===== config.mk =====
export PLATFORM = sky130hd
export DESIGN_NAME = sfp_flash
export DESIGN_NICKNAME = d
export VERILOG_FILES = /design/src/hdl/sfp_sync.v /design/src/hdl/sfp_prog_timer.v /design/src/hdl/sfp_flash.v
export VERILOG_INCLUDE_DIRS = /design/src /design/src/hdl
export SDC_FILE = /design/constraint.sdc
export NUM_CORES = 1
export LEC_CHECK = 0
export BUFFER_PORTS_ARGS = -buffer_cell sky130_fd_sc_hd__buf_2
export CORE_MARGIN = 1
export CORE_UTILIZATION = 46
export CTS_BUF_LIST = sky130_fd_sc_hd__clkbuf_8
export DETAILED_ROUTE_END_ITERATION = 8
export MAX_ROUTING_LAYER = met4
export PLACE_DENSITY = 0.73
export SLEW_MARGIN = 15
export SYNTH_ARGS = -nofsm -noshare
export SYNTH_HDL_FRONTEND = slang
export SYNTH_SLANG_ARGS = --single-unit

===== constraint.sdc =====
create_clock -name clk_sys -period 7.9 [get_ports clk_sys]
set_input_delay 0.79 -clock clk_sys [delete_from_list [all_inputs] [get_ports clk_sys]]
set_output_delay 0.79 -clock clk_sys [all_outputs]
set_load 0.01 [all_outputs]

===== src/hdl/sfp_defs.vh =====
// Constants for the serial flash read and program sequencer.
`ifndef SFP_DEFS_VH
`define SFP_DEFS_VH

// Opcodes.
`define SFP_OP_READ 8'h03
`define SFP_OP_FAST_READ 8'h0B
`define SFP_OP_BYTE_PROG 8'h02
`define SFP_OP_AUTO_INC_PROG 8'hAD
`define SFP_OP_SECTOR_ERASE 8'h20
`define SFP_OP_BLOCK32_ERASE 8'h52
`define SFP_OP_BLOCK64_ERASE 8'hD8
`define SFP_OP_READ_STATUS 8'h05
`define SFP_OP_WRITE_ENABLE 8'h06
`define SFP_OP_WRITE_DISABLE 8'h04
`define SFP_OP_READ_ID_A 8'h90
`define SFP_OP_READ_ID_B 8'hAB
`define SFP_OP_BUSY_OUT_ENABLE 8'h70
`define SFP_OP_BUSY_OUT_DISABLE 8'h80

// Status byte layout.
`define SFP_ST_BUSY 0
`define SFP_ST_WEL 1
`define SFP_ST_BP_LO 2
`define SFP_ST_AAI 6
`define SFP_ST_BPL 7

// Memory map of the 4 Mbit array.
`define SFP_ADDR_W 19
`define SFP_TOP_WORD 18'h3FFFF
`define SFP_MASK_SECTOR 19'h7F000
`define SFP_MASK_BLOCK32 19'h78000
`define SFP_MASK_BLOCK64 19'h70000
`define SFP_PROT_EIGHTH 19'h70000
`define SFP_PROT_QUARTER 19'h60000
`define SFP_PROT_HALF 19'h40000

// Erase kinds reported on the erase request.
`define SFP_ERASE_SECTOR 2'h0
`define SFP_ERASE_BLOCK32 2'h1
`define SFP_ERASE_BLOCK64 2'h2

// Timing.
`define SFP_CLK_PERIOD_NS 25
`define SFP_BYTE_PROGRAM_TIME_NS 10000
`define SFP_PROG_CYCLES (`SFP_BYTE_PROGRAM_TIME_NS / `SFP_CLK_PERIOD_NS)

`endif


===== src/hdl/sfp_sync.v =====
// Two flip-flop synchroniser for a group of pin inputs.
`timescale 1ns/1ps
module sfp_sync #(
  parameter WIDTH = 3
) (
  input wire clk_sys,
  input wire resetn,
  input wire [WIDTH-1:0] d_in,
  output wire [WIDTH-1:0] q_out
);
  genvar i;
  generate
    for (i = 0; i < WIDTH; i = i + 1) begin : g_bit
      reg meta_reg;
      reg sync_reg;
      always @(posedge clk_sys or negedge resetn) begin
        if (!resetn) begin
          meta_reg <= 1'b1;
          sync_reg <= 1'b1;
        end else begin
          meta_reg <= d_in[i];
          sync_reg <= meta_reg;
        end
      end
      assign q_out[i] = sync_reg;
    end
  endgenerate
endmodule


===== src/hdl/sfp_prog_timer.v =====
// Self-timed program cycle timer that holds the busy flag.
`timescale 1ns/1ps
module sfp_prog_timer #(
  parameter CYCLES = 400,
  parameter CNT_W = 16
) (
  input wire clk_sys,
  input wire resetn,
  input wire start,
  output reg busy_reg
);
  reg [CNT_W-1:0] cnt_reg;
  always @(posedge clk_sys or negedge resetn) begin
    if (!resetn) begin
      cnt_reg <= {CNT_W{1'b0}};
      busy_reg <= 1'b0;
    end else if (start) begin
      cnt_reg <= CYCLES[CNT_W-1:0] - {{(CNT_W-1){1'b0}}, 1'b1};
      busy_reg <= 1'b1;
    end else if (cnt_reg != {CNT_W{1'b0}}) begin
      cnt_reg <= cnt_reg - {{(CNT_W-1){1'b0}}, 1'b1};
    end else begin
      busy_reg <= 1'b0;
    end
  end
endmodule


===== src/hdl/sfp_flash.v =====
// Serial flash command sequencer: reads, byte and auto-increment programming.
// How it works
// - Every opcode, address and data byte takes exactly eight serial clocks.
// - Sector erase keeps address bits top down to 12, clears the rest.
// - 32K block erase keeps address bits top down to 15.
// - 64K block erase keeps address bits top down to 16.
// - Read status resends the live status byte until chip select rises.
// - Identification read alternates maker and part code from address bit 0.
// - Normal read 03H takes three address bytes, streams with address increment.
// - The read pointer wraps from the top location to zero.
// - Fast read 0BH adds one dummy byte before streaming.
// - Byte program 02H, address, one byte; runs when chip select rises.
// - Byte program into a protected region is dropped.
// - Program and erase need the write enable latch set.
// - Busy shows in status while the self-timed program runs.
// - Auto-increment start address in a protected region is ignored.
// - In auto-increment mode only ADH, 04H and (no busy pin) 05H work.
// - First ADH has address and two bytes; later ADH only two bytes.
// - Write disable clears latch and auto-increment; 80H ends busy pin mode.
// - Auto-increment never wraps; it stops after the top unprotected word.
// - 70H turns the serial output into a ready/busy pin while auto-increment mode is active.
// - In that mode chip select low drives ready/busy, high releases output.
// - Commands start at chip select fall; bits sampled on rising clock.
// - Chip select rising mid-byte aborts the command.
// - Write enable sets the write enable latch.
`timescale 1ns/1ps
`include "sfp_defs.vh"
module sfp_flash #(
  parameter [7:0] MAKER_CODE = 8'h5A,
  parameter [7:0] PART_CODE = 8'hC3,
  parameter PROG_CYCLES = `SFP_PROG_CYCLES
) (
  input wire clk_sys,
  input wire resetn,
  input wire ce_n,
  input wire sck,
  input wire si,
  output reg so_reg,
  output reg so_oe_n_reg,
  input wire [3:0] block_prot,
  input wire prot_lock,
  output reg [18:0] mem_addr_reg,
  input wire [7:0] mem_rdata,
  output reg [7:0] mem_wdata_reg,
  output reg mem_wr_reg,
  output reg erase_req_reg,
  output reg [18:0] erase_addr_reg,
  output reg [1:0] erase_kind_reg,
  output wire status_busy,
  output reg status_wel_reg,
  output reg status_aai_reg,
  output reg status_busy_out_en_reg
);
  // The ID codes are arbitrary neutral values.

  localparam ST_IDLE = 3'd0;
  localparam ST_CMD = 3'd1;
  localparam ST_ADDR = 3'd2;
  localparam ST_DUMMY = 3'd3;
  localparam ST_DATA = 3'd4;
  localparam ST_OUT = 3'd5;
  localparam ST_SKIP = 3'd6;

  ////////////////////////////////////////////////////////////////////////////
  wire [2:0] pin_s;
  reg ce_d_reg;
  reg sck_d_reg;
  sfp_sync #(.WIDTH(3)) u_sync (
    .clk_sys(clk_sys),
    .resetn(resetn),
    .d_in({ce_n, sck, si}),
    .q_out(pin_s)
  );
  wire ce_s = pin_s[2];
  wire sck_s = pin_s[1];
  wire si_s = pin_s[0];
  wire sck_rise = sck_s & ~sck_d_reg & ~ce_s;
  wire sck_fall = ~sck_s & sck_d_reg & ~ce_s;
  wire ce_fall = ~ce_s & ce_d_reg;
  wire ce_rise = ce_s & ~ce_d_reg;

  reg prog_start_reg;
  sfp_prog_timer #(.CYCLES(PROG_CYCLES), .CNT_W(16)) u_timer (
    .clk_sys(clk_sys),
    .resetn(resetn),
    .start(prog_start_reg),
    .busy_reg(status_busy)
  );

  ////////////////////////////////////////////////////////////////////////////
  reg [2:0] state_reg;
  reg [2:0] bit_reg;
  reg [6:0] rx_reg;
  reg [7:0] op_reg;
  reg [1:0] cnt_reg;
  reg [23:0] addr_reg;
  reg [7:0] d0_reg;
  reg [7:0] d1_reg;
  reg done_reg;
  reg [6:0] tx_reg;
  reg [2:0] obit_reg;
  reg [18:0] rd_ptr_reg;
  reg id_sel_reg;
  reg [18:0] aai_addr_reg;
  reg wr2_pend_reg;

  wire [7:0] rx_byte = {rx_reg, si_s};
  wire byte_done = sck_rise & (bit_reg == 3'd7);
  wire [7:0] status_byte = {prot_lock, status_aai_reg, block_prot, status_wel_reg, status_busy};
  wire [18:0] aai_next = aai_addr_reg + 19'h00002;
  wire is_id = (op_reg == `SFP_OP_READ_ID_A) | (op_reg == `SFP_OP_READ_ID_B);
  wire [7:0] src_byte = (op_reg == `SFP_OP_READ_STATUS) ? status_byte :
                        is_id ? (id_sel_reg ? PART_CODE : MAKER_CODE) : mem_rdata;

  function prot_hit;
    input [18:0] a;
    input [2:0] bp;
    begin
      case (bp)
        3'd0: prot_hit = 1'b0;
        3'd1: prot_hit = (a >= `SFP_PROT_EIGHTH);
        3'd2: prot_hit = (a >= `SFP_PROT_QUARTER);
        3'd3: prot_hit = (a >= `SFP_PROT_HALF);
        default: prot_hit = 1'b1;
      endcase
    end
  endfunction

  // Opcode filter; outside auto-increment mode, only status reads get through while a program is running.
  reg op_ok;
  always @* begin
    if (status_aai_reg) begin
      op_ok = (rx_byte == `SFP_OP_AUTO_INC_PROG) | (rx_byte == `SFP_OP_WRITE_DISABLE) |
              ((rx_byte == `SFP_OP_READ_STATUS) & ~status_busy_out_en_reg);
    end else if (status_busy) begin
      op_ok = (rx_byte == `SFP_OP_READ_STATUS);
    end else begin
      op_ok = 1'b1;
    end
  end

  ////////////////////////////////////////////////////////////////////////////
  always @(posedge clk_sys or negedge resetn) begin
    if (!resetn) begin
      ce_d_reg <= 1'b1;
      sck_d_reg <= 1'b0;
      state_reg <= ST_IDLE;
      bit_reg <= 3'd0;
      rx_reg <= 7'h00;
      op_reg <= 8'h00;
      cnt_reg <= 2'd0;
      addr_reg <= 24'h000000;
      d0_reg <= 8'hFF;
      d1_reg <= 8'hFF;
      done_reg <= 1'b0;
      tx_reg <= 7'h00;
      obit_reg <= 3'd0;
      rd_ptr_reg <= 19'h00000;
      id_sel_reg <= 1'b0;
    end else begin
      ce_d_reg <= ce_s;
      sck_d_reg <= sck_s;
      if (ce_fall) begin
        state_reg <= ST_CMD;
        bit_reg <= 3'd0;
        cnt_reg <= 2'd0;
        done_reg <= 1'b0;
        obit_reg <= 3'd0;
      end else if (ce_rise) begin
        state_reg <= ST_IDLE;
      end else if (sck_rise) begin
        rx_reg <= rx_byte[6:0];
        bit_reg <= bit_reg + 3'd1;
        if (byte_done) begin
          cnt_reg <= cnt_reg + 2'd1;
          case (state_reg)
            ST_CMD: begin
              op_reg <= rx_byte;
              cnt_reg <= 2'd0;
              if (!op_ok) begin
                state_reg <= ST_SKIP;
              end else if (rx_byte == `SFP_OP_READ_STATUS) begin
                state_reg <= ST_OUT;
              end else if (rx_byte == `SFP_OP_AUTO_INC_PROG && status_aai_reg) begin
                state_reg <= ST_DATA;
              end else if (rx_byte == `SFP_OP_READ || rx_byte == `SFP_OP_FAST_READ ||
                           rx_byte == `SFP_OP_READ_ID_A || rx_byte == `SFP_OP_READ_ID_B ||
                           rx_byte == `SFP_OP_BYTE_PROG || rx_byte == `SFP_OP_AUTO_INC_PROG ||
                           rx_byte == `SFP_OP_SECTOR_ERASE || rx_byte == `SFP_OP_BLOCK32_ERASE ||
                           rx_byte == `SFP_OP_BLOCK64_ERASE) begin
                state_reg <= ST_ADDR;
              end else begin
                state_reg <= ST_SKIP;
                done_reg <= 1'b1;
              end
            end
            ST_ADDR: begin
              addr_reg <= {addr_reg[15:0], rx_byte};
              if (cnt_reg == 2'd2) begin
                cnt_reg <= 2'd0;
                rd_ptr_reg <= {addr_reg[10:0], rx_byte};
                id_sel_reg <= rx_byte[0];
                if (op_reg == `SFP_OP_READ || is_id) begin
                  state_reg <= ST_OUT;
                end else if (op_reg == `SFP_OP_FAST_READ) begin
                  state_reg <= ST_DUMMY;
                end else if (op_reg == `SFP_OP_BYTE_PROG || op_reg == `SFP_OP_AUTO_INC_PROG) begin
                  state_reg <= ST_DATA;
                end else begin
                  state_reg <= ST_SKIP;
                  done_reg <= 1'b1;
                end
              end
            end
            ST_DUMMY: begin
              state_reg <= ST_OUT;
            end
            ST_DATA: begin
              if (cnt_reg == 2'd0) begin
                d0_reg <= rx_byte;
              end else begin
                d1_reg <= rx_byte;
              end
              if (op_reg == `SFP_OP_BYTE_PROG || cnt_reg == 2'd1) begin
                state_reg <= ST_SKIP;
                done_reg <= 1'b1;
              end
            end
            default: begin
              state_reg <= state_reg;
            end
          endcase
        end
      end else if (sck_fall && state_reg == ST_OUT) begin
        if (obit_reg == 3'd0) begin
          tx_reg <= src_byte[6:0];
          rd_ptr_reg <= rd_ptr_reg + 19'h00001;
          id_sel_reg <= ~id_sel_reg;
        end else begin
          tx_reg <= {tx_reg[5:0], 1'b0};
        end
        obit_reg <= obit_reg + 3'd1;
      end
    end
  end

  ////////////////////////////////////////////////////////////////////////////
  // Serial output: while chip select is low, a ready/busy level owns the pin whenever that mode is on and auto-increment mode is active.
  always @(posedge clk_sys or negedge resetn) begin
    if (!resetn) begin
      so_reg <= 1'b1;
      so_oe_n_reg <= 1'b1;
    end else if (ce_s) begin
      so_oe_n_reg <= 1'b1;
    end else if (status_busy_out_en_reg && status_aai_reg) begin
      so_oe_n_reg <= 1'b0;
      so_reg <= ~status_busy;
    end else if (sck_fall && state_reg == ST_OUT) begin
      so_oe_n_reg <= 1'b0;
      so_reg <= (obit_reg == 3'd0) ? src_byte[7] : tx_reg[6];
    end
  end

  ////////////////////////////////////////////////////////////////////////////
  // Frame end: a command runs only if its last byte arrived whole.
  wire exec = ce_rise & done_reg & (bit_reg == 3'd0);
  wire [18:0] cmd_addr = addr_reg[18:0];
  wire cmd_prot = prot_hit(cmd_addr, block_prot[2:0]);
  wire aai_stop = (aai_addr_reg[18:1] == `SFP_TOP_WORD) | prot_hit(aai_next, block_prot[2:0]);

  always @(posedge clk_sys or negedge resetn) begin
    if (!resetn) begin
      status_wel_reg <= 1'b0;
      status_aai_reg <= 1'b0;
      status_busy_out_en_reg <= 1'b0;
      aai_addr_reg <= 19'h00000;
      mem_addr_reg <= 19'h00000;
      mem_wdata_reg <= 8'hFF;
      mem_wr_reg <= 1'b0;
      wr2_pend_reg <= 1'b0;
      prog_start_reg <= 1'b0;
      erase_req_reg <= 1'b0;
      erase_addr_reg <= 19'h00000;
      erase_kind_reg <= `SFP_ERASE_SECTOR;
    end else begin
      mem_wr_reg <= 1'b0;
      prog_start_reg <= 1'b0;
      erase_req_reg <= 1'b0;
      wr2_pend_reg <= 1'b0;
      if (wr2_pend_reg) begin
        mem_addr_reg <= {mem_addr_reg[18:1], 1'b1};
        mem_wdata_reg <= d1_reg;
        mem_wr_reg <= 1'b1;
      end else if (state_reg == ST_ADDR && byte_done && cnt_reg == 2'd2) begin
        mem_addr_reg <= {addr_reg[10:0], rx_byte};
      end else if (sck_fall && state_reg == ST_OUT && obit_reg == 3'd0) begin
        mem_addr_reg <= rd_ptr_reg + 19'h00001;
      end
      if (exec) begin
        case (op_reg)
          `SFP_OP_WRITE_ENABLE: begin
            status_wel_reg <= 1'b1;
          end
          `SFP_OP_WRITE_DISABLE: begin
            status_wel_reg <= 1'b0;
            status_aai_reg <= 1'b0;
          end
          `SFP_OP_BUSY_OUT_ENABLE: begin
            status_busy_out_en_reg <= 1'b1;
          end
          `SFP_OP_BUSY_OUT_DISABLE: begin
            status_busy_out_en_reg <= 1'b0;
          end
          `SFP_OP_BYTE_PROG: begin
            if (status_wel_reg && !cmd_prot) begin
              mem_addr_reg <= cmd_addr;
              mem_wdata_reg <= d0_reg;
              mem_wr_reg <= 1'b1;
              prog_start_reg <= 1'b1;
              status_wel_reg <= 1'b0;
            end
          end
          `SFP_OP_AUTO_INC_PROG: begin
            if (!status_aai_reg) begin
              if (status_wel_reg && !cmd_prot) begin
                status_aai_reg <= 1'b1;
                aai_addr_reg <= {cmd_addr[18:1], 1'b0};
                mem_addr_reg <= {cmd_addr[18:1], 1'b0};
                mem_wdata_reg <= d0_reg;
                mem_wr_reg <= 1'b1;
                wr2_pend_reg <= 1'b1;
                prog_start_reg <= 1'b1;
              end
            end else if (!aai_stop) begin
              aai_addr_reg <= aai_next;
              mem_addr_reg <= aai_next;
              mem_wdata_reg <= d0_reg;
              mem_wr_reg <= 1'b1;
              wr2_pend_reg <= 1'b1;
              prog_start_reg <= 1'b1;
            end
          end
          `SFP_OP_SECTOR_ERASE, `SFP_OP_BLOCK32_ERASE, `SFP_OP_BLOCK64_ERASE: begin
            if (status_wel_reg && !cmd_prot) begin
              erase_req_reg <= 1'b1;
              status_wel_reg <= 1'b0;
              if (op_reg == `SFP_OP_SECTOR_ERASE) begin
                erase_addr_reg <= cmd_addr & `SFP_MASK_SECTOR;
                erase_kind_reg <= `SFP_ERASE_SECTOR;
              end else if (op_reg == `SFP_OP_BLOCK32_ERASE) begin
                erase_addr_reg <= cmd_addr & `SFP_MASK_BLOCK32;
                erase_kind_reg <= `SFP_ERASE_BLOCK32;
              end else begin
                erase_addr_reg <= cmd_addr & `SFP_MASK_BLOCK64;
                erase_kind_reg <= `SFP_ERASE_BLOCK64;
              end
            end
          end
          default: begin
            status_wel_reg <= status_wel_reg;
          end
        endcase
      end
    end
  end
endmodule


======== Word-level counts from Yosys, hierarchy flattened ========
Index checks and enable logic that the tools add are counted.
storage, ports and cells
  register bits after elaboration ......... 190
  output and inout port bits .............. 56
  input bits .............................. 18
operators by class
  equal/unequal tests ..................... 56
  mux-type cells .......................... 113
  bitwise gates (word level) .............. 25
  add/sub/neg operators ................... 6
  order comparisons ....................... 6
  reduce and logical (&&, ||, !) cells .... 60
operators by type and width
  kind                   number
  $mux 19                17
  $ge 19x19->1 const B   6
  $eq 8x8->1 const B     9
  $mux 16                4
  $mux 8                 8
  $mux 3                 19
  $mux 1                 44
  $eq 8x3->1 const B     5
  $pmux 19 s2            1
  $eq 8x2->1 const B     4
  $eq 8x7->1 const B     3
  $ne 3x3->1 const B     8
  $reduce_bool 2->1      10
  $add 19x1->19 const B  1
  $add 19x2->19 const B  1
  $eq 18x18->1 const B   1
  $eq 8x4->1 const B     2
  $eq 8x6->1 const B     2
  $mux 2                 8
  $pmux 8 s2             1
  $reduce_bool 16->1     1
  $sub 16x1->16 const B  1
  $reduce_and 3->1       5
  $reduce_and 5->1       3
  other kinds (36)       102

======== Depth between registers and ports, before layout ========
  word-level depth ........................ 18
  mapped depth ............................ 12

======== Modules after synthesis ========
From an unflattened synthesis, not the netlist that was laid out.
unflattened totals
  cell total of the unflattened synthesis .. 1100
  area, all modules ....................... 10337.4 µm²
modules (own cells, without submodules)
  module          times used  cells each  area each (µm²)  seq. area each (µm²)
  sfp_flash       1           991         9205.1           3887.5
  sfp_prog_timer  1           100         952.2            425.4
  sfp_sync        1           9           180.2            157.7

======== Worst setup path after synthesis ========
Ideal clock, no wire load.
  path type ............................... reg-to-reg
  start point ............................. register aai_addr_reg[1]
  end point ............................... register aai_addr_reg[13]
  stages on the path, launching flop included .. 9
  library setup time ...................... 0.126 ns
  buffers on the path ..................... 0
  setup slack ............................. 5.341 ns
  data arrival time ....................... 2.432 ns
  cell sequence ........................... dfrtp_1 ha_1 nand3_2 or4_4 xnor2_4 nor2_2 o21ai_2 and3_1 a311o_1
between the ends
  longest elaborated chain between the ends .. 6
RTL lines
  what                               line             source
  from (decl)                        sfp_flash.v:104  reg [18:0] aai_addr_reg;
  from (signal assigned)             sfp_flash.v:327  aai_addr_reg <= {cmd_addr[18:1], 1'b0};
  from (signal assigned)             sfp_flash.v:335  aai_addr_reg <= aai_next;
  $add 19x2->19                      sfp_flash.v:110  wire [18:0] aai_next = aai_addr_reg + 19'h00002;
  $ge 19x19->1 (no source line)      n/a
  $pmux 1 s4                         sfp_flash.v:119  case (bp)
  $or 1x1->1                         sfp_flash.v:269  wire aai_stop = (aai_addr_reg[18:1] == `SFP_TOP_WORD) | prot_hit(aai_next, block_prot[2:0]);
  $ne 2x2->1 (no source line)        n/a
  $reduce_and 4->1 (no source line)  n/a
Parallel ways exist; a longest one is shown, timed or not. The select of a mux whose other input is x is not followed.
A chain may end at the register's enable or synchronous reset.

======== Worst setup path in the final report ========
  start point ............................. register bit_reg[0]
  end point ............................... register mem_addr_reg[18]
between the ends
  longest elaborated chain between the ends .. 10
RTL lines
  what                             line                              source
  from (decl)                      sfp_flash.v:92                    reg [2:0] bit_reg;
  from (signal assigned)           sfp_flash.v:173                   bit_reg <= bit_reg + 3'd1;
  $eq 3x3->1                       sfp_flash.v:108                   wire byte_done = sck_rise & (bit_reg == 3'd7);
  $and 1x1->1                      sfp_flash.v:108
  $logic_and 1x1->1 (2 in series)  sfp_flash.v:294                   end else if (state_reg == ST_ADDR && byte_done && cnt_reg == 2'd2) begin
  $mux 19                          sfp_flash.v:294
  $mux 19                          sfp_flash.v:290                   if (wr2_pend_reg) begin
  $mux 19 (on tied branches)       sfp_flash.v:325, sfp_flash.v:334
  $mux 19                          sfp_flash.v:324                   if (!status_aai_reg) begin
  $pmux 19 s2                      sfp_flash.v:300                   case (op_reg)
  $mux 19 *                        sfp_flash.v:299                   if (exec) begin
  to (signal assigned)             sfp_flash.v:297                   mem_addr_reg <= rd_ptr_reg + 19'h00001;
  to (signal assigned)             sfp_flash.v:328                   mem_addr_reg <= {cmd_addr[18:1], 1'b0};
  to (signal assigned)             sfp_flash.v:336                   mem_addr_reg <= aai_next;
  to (decl)                        sfp_flash.v:42                    output reg [18:0] mem_addr_reg,
Mark *: on every way between the ends. The rest lies on a longest branch, timed or not.

==> results.cfg <==
[layout]
seq_area_mm2 = 0.00447
fin_nets = 1146
drive_gt1_share_pct = 20.9
finalNonFillerCells = 1407
area_growth_pct = 7.50
fill_cells = 2042
num_antenna_cells = 0
post-route-util_pct = 50.6
multiInputGateArea_mm2 = 0.00538

[yosys]
ys_seq_area_share_pct = 43.2
synthDistinctLibCells = 93
synth_ff_type = dfrtp_1
synth_warnings = 0
async_reset_ff_share_pct = 100
syn_inst = 1100
synth_top_area_cell = dfrtp_1
synthTopCellsByArea = dfrtp_1, dfstp_2, mux2_2
avgSynthCellArea_um2 = 9.40
synth-edff-count = 0
yosysMostFrequentCell = dfrtp_1
synth_common_cells = dfrtp_1, nor2_1, nand2_1, a21oi_1, o21ai_0
synth_area_mm2 = 0.0103
synth-seq-cells = 177
synth_top_area_share_pct = 34.9

[run_status]
outcome = finished, violations left
violations = DRC

[route]
dr.pass1.iters = 7
drc = 13
drtIter0Drc = 716
totalWireLength_um = 27100
avgRoutedWirePerCell_um = 19.2
viasPerCell = 6.10
num_vias = 8578
ant_nets = 0

[global_routing]
antenna_found_initial = 0
grt_pass1_vias = 7954
grt_pass1_wl_um = 44100
grt_overflow = 0
grt_start_max_net_pins = 105
grt_use_total_pct = 24.9

[timing]
relSlewSlack_pct = 26.3
setup_viol = 0
min_period_ps = 3810
slew_viol_final = 0
tightest_slew_ps = 1100
tns_ps = 0
rsz0062_at_grt = no
hold_violations = 0
skew_ps = 15.3
fin_crit_sh_pct = 48.3
final.setup.worst_slack_ps = 4090
fmaxAchievable_mhz = 262

[placed_design]
portBuffers = 61
place_congestion = 0.901
dp_hpwl_um = 18700
preCtsSetupSlack_ps = 4160
dp.cells = 1375

[clock_network]
cts_inserted_buffers = 17
cts_hold_buffers = 0
cts.path.max_buffers = 2
cts_setup_buffers = 0
clk_pin_slew_ps = 90
clk_latency_ps = 480
htreeDepth = 4
cts.sinks = 177
tritoncts = yes
clock-root-buffer = clkbuf_8
cts_resized = 0

[critical_path]
worstPathArrival_ps = 4230
cp_top_family = compound AO/OA/AOI/OAI gates
slowest_delay_ps = 920
crit_path_max_fanout = 13
endpoint_kind = register
path_class = register to register
cp_data_required_time_ps = 8310
crit_path_frequent_cell = ha_1
path_buf_inv = 0
cp-start-kind = register
crit_slowest_cell = a21oi_1
worstPathCellList = ha_1, ha_1, nor4bb_1, nand3_1, a21oi_1, o32ai_1, o311ai_1, a31o_2, o31a_1

[floorplanning]
row_count = 54
dieArea_mm2 = 0.0231
die_h_um = 152
core_area_mm2 = 0.0220
io_pins = 74
initial_core_util_pct = 47.1
die-width_um = 152

[pwr]
ir_drop_uv = 105
p_leak_nw = 4.83
power.density_mw_per_mm2 = 194

[job]
cap_violations = 0

[hold_path]
hp-class = register to register
metrics by stage:
step / instance area (µm²) / total power (W) / hold WS (ps)
after detailed placement: 10700 / 0.00151 / 347
after CTS: 11100 / 0.00217 / 361
final: 11100 / 0.00216 / 359
after global placement: 10700 / 0.00150 / 347
after floorplan: 10400 / 0.00135 / 345
after global routing: 11100 / 0.00226 / 368
worst paths after layout:
kind | slack (ps) | depth (start not counted) | end | start
setup / recovery | 4090 | 9 | mem_addr_reg[18]$_DFF_PN0_ | bit_reg[0]$_DFFE_PN0P_
hold / removal | 360 | 0 | u_sync.g_bit[0].sync_reg$_DFF_PN1_ | u_sync.g_bit[0].meta_reg$_DFF_PN1_
setup reg to reg | 4090 | 9 | mem_addr_reg[18]$_DFF_PN0_ | bit_reg[0]$_DFFE_PN0P_
hold reg to reg | 360 | 0 | u_sync.g_bit[0].sync_reg$_DFF_PN1_ | u_sync.g_bit[0].meta_reg$_DFF_PN1_
max in group asynchronous | 5920 | 2 | bit_reg[0]$_DFFE_PN0P_ | resetn
min in group asynchronous | 390 | 1 | u_timer.cnt_reg[13]$_DFFE_PN0P_ | resetn
layout by cell type, fill, tap and decap left out, types with 5 or more instances in the layout:
master and instances:
nor3_1 31, or2_2 5, inv_1 31, nand4_1 14
buf_4 9, and3_1 18, nand2b_1 13, o22ai_1 21
and4_1 5, conb_1 12, o21ai_1 10, a2bb2oi_1 7
a22oi_1 12, nor2_1 100, buf_2 60, nand2_1 96
o31ai_1 9, mux2i_1 21, nor4_1 10, dfrtp_1 144
a22o_1 7, a211o_1 7, xnor2_1 22, nor2b_1 6
o21ai_0 59, nand3_1 37, o32ai_1 7, a211oi_1 8
mux2_2 57, clkbuf_8 19, a31oi_1 13, ha_1 14
o21ai_2 10, xor2_1 17, a21oi_1 64, dfstp_2 33
cells by family (layout without fill, tap and decap cells):
logic type               after synthesis  in the layout  share of synthesized area [%]
AND/OR/NAND/NOR                      382            382                           19.1
AO/OA/AOI/OAI                        287            287                           18.5
flip-flops                           177            177                           43.2
buffers and inverters                118            134                           5.17
multiplexers                          81             81                           8.68
XOR/XNOR                              40             40                           3.57
adder cells (fa/ha/maj)               14             14                           1.69
other                                  1             12                         0.0363
area by class of cell:
cell class / instances / area share, %
Inverter: 32 / 1.08
Sequential cell: 177 / 40.2
Tap cell: 280 / 3.15
Clock buffer: 19 / 2.35
Multi-Input combinational cell: 816 / 48.4
Timing Repair Buffer: 70 / 3.41
Clock inverter: 13 / 1.34
power breakdown:
part | switching, W | internal, W
Combinational | 0.000206 | 0.000170
Sequential | 0.000129 | 0.000994
Clock | 0.000354 | 0.000304
Total | 0.000689 | 0.00147
metal layers:
metal	part of all wire, %	track usage (%)	vias up
li1	-	-	4013
met1	46	34.3	4219
met2	46	37.8	306
met3	5.8	3.48	40
met4	2.2	8.16	0
met5	0	-	-
(Power assumes the default switching activity.)
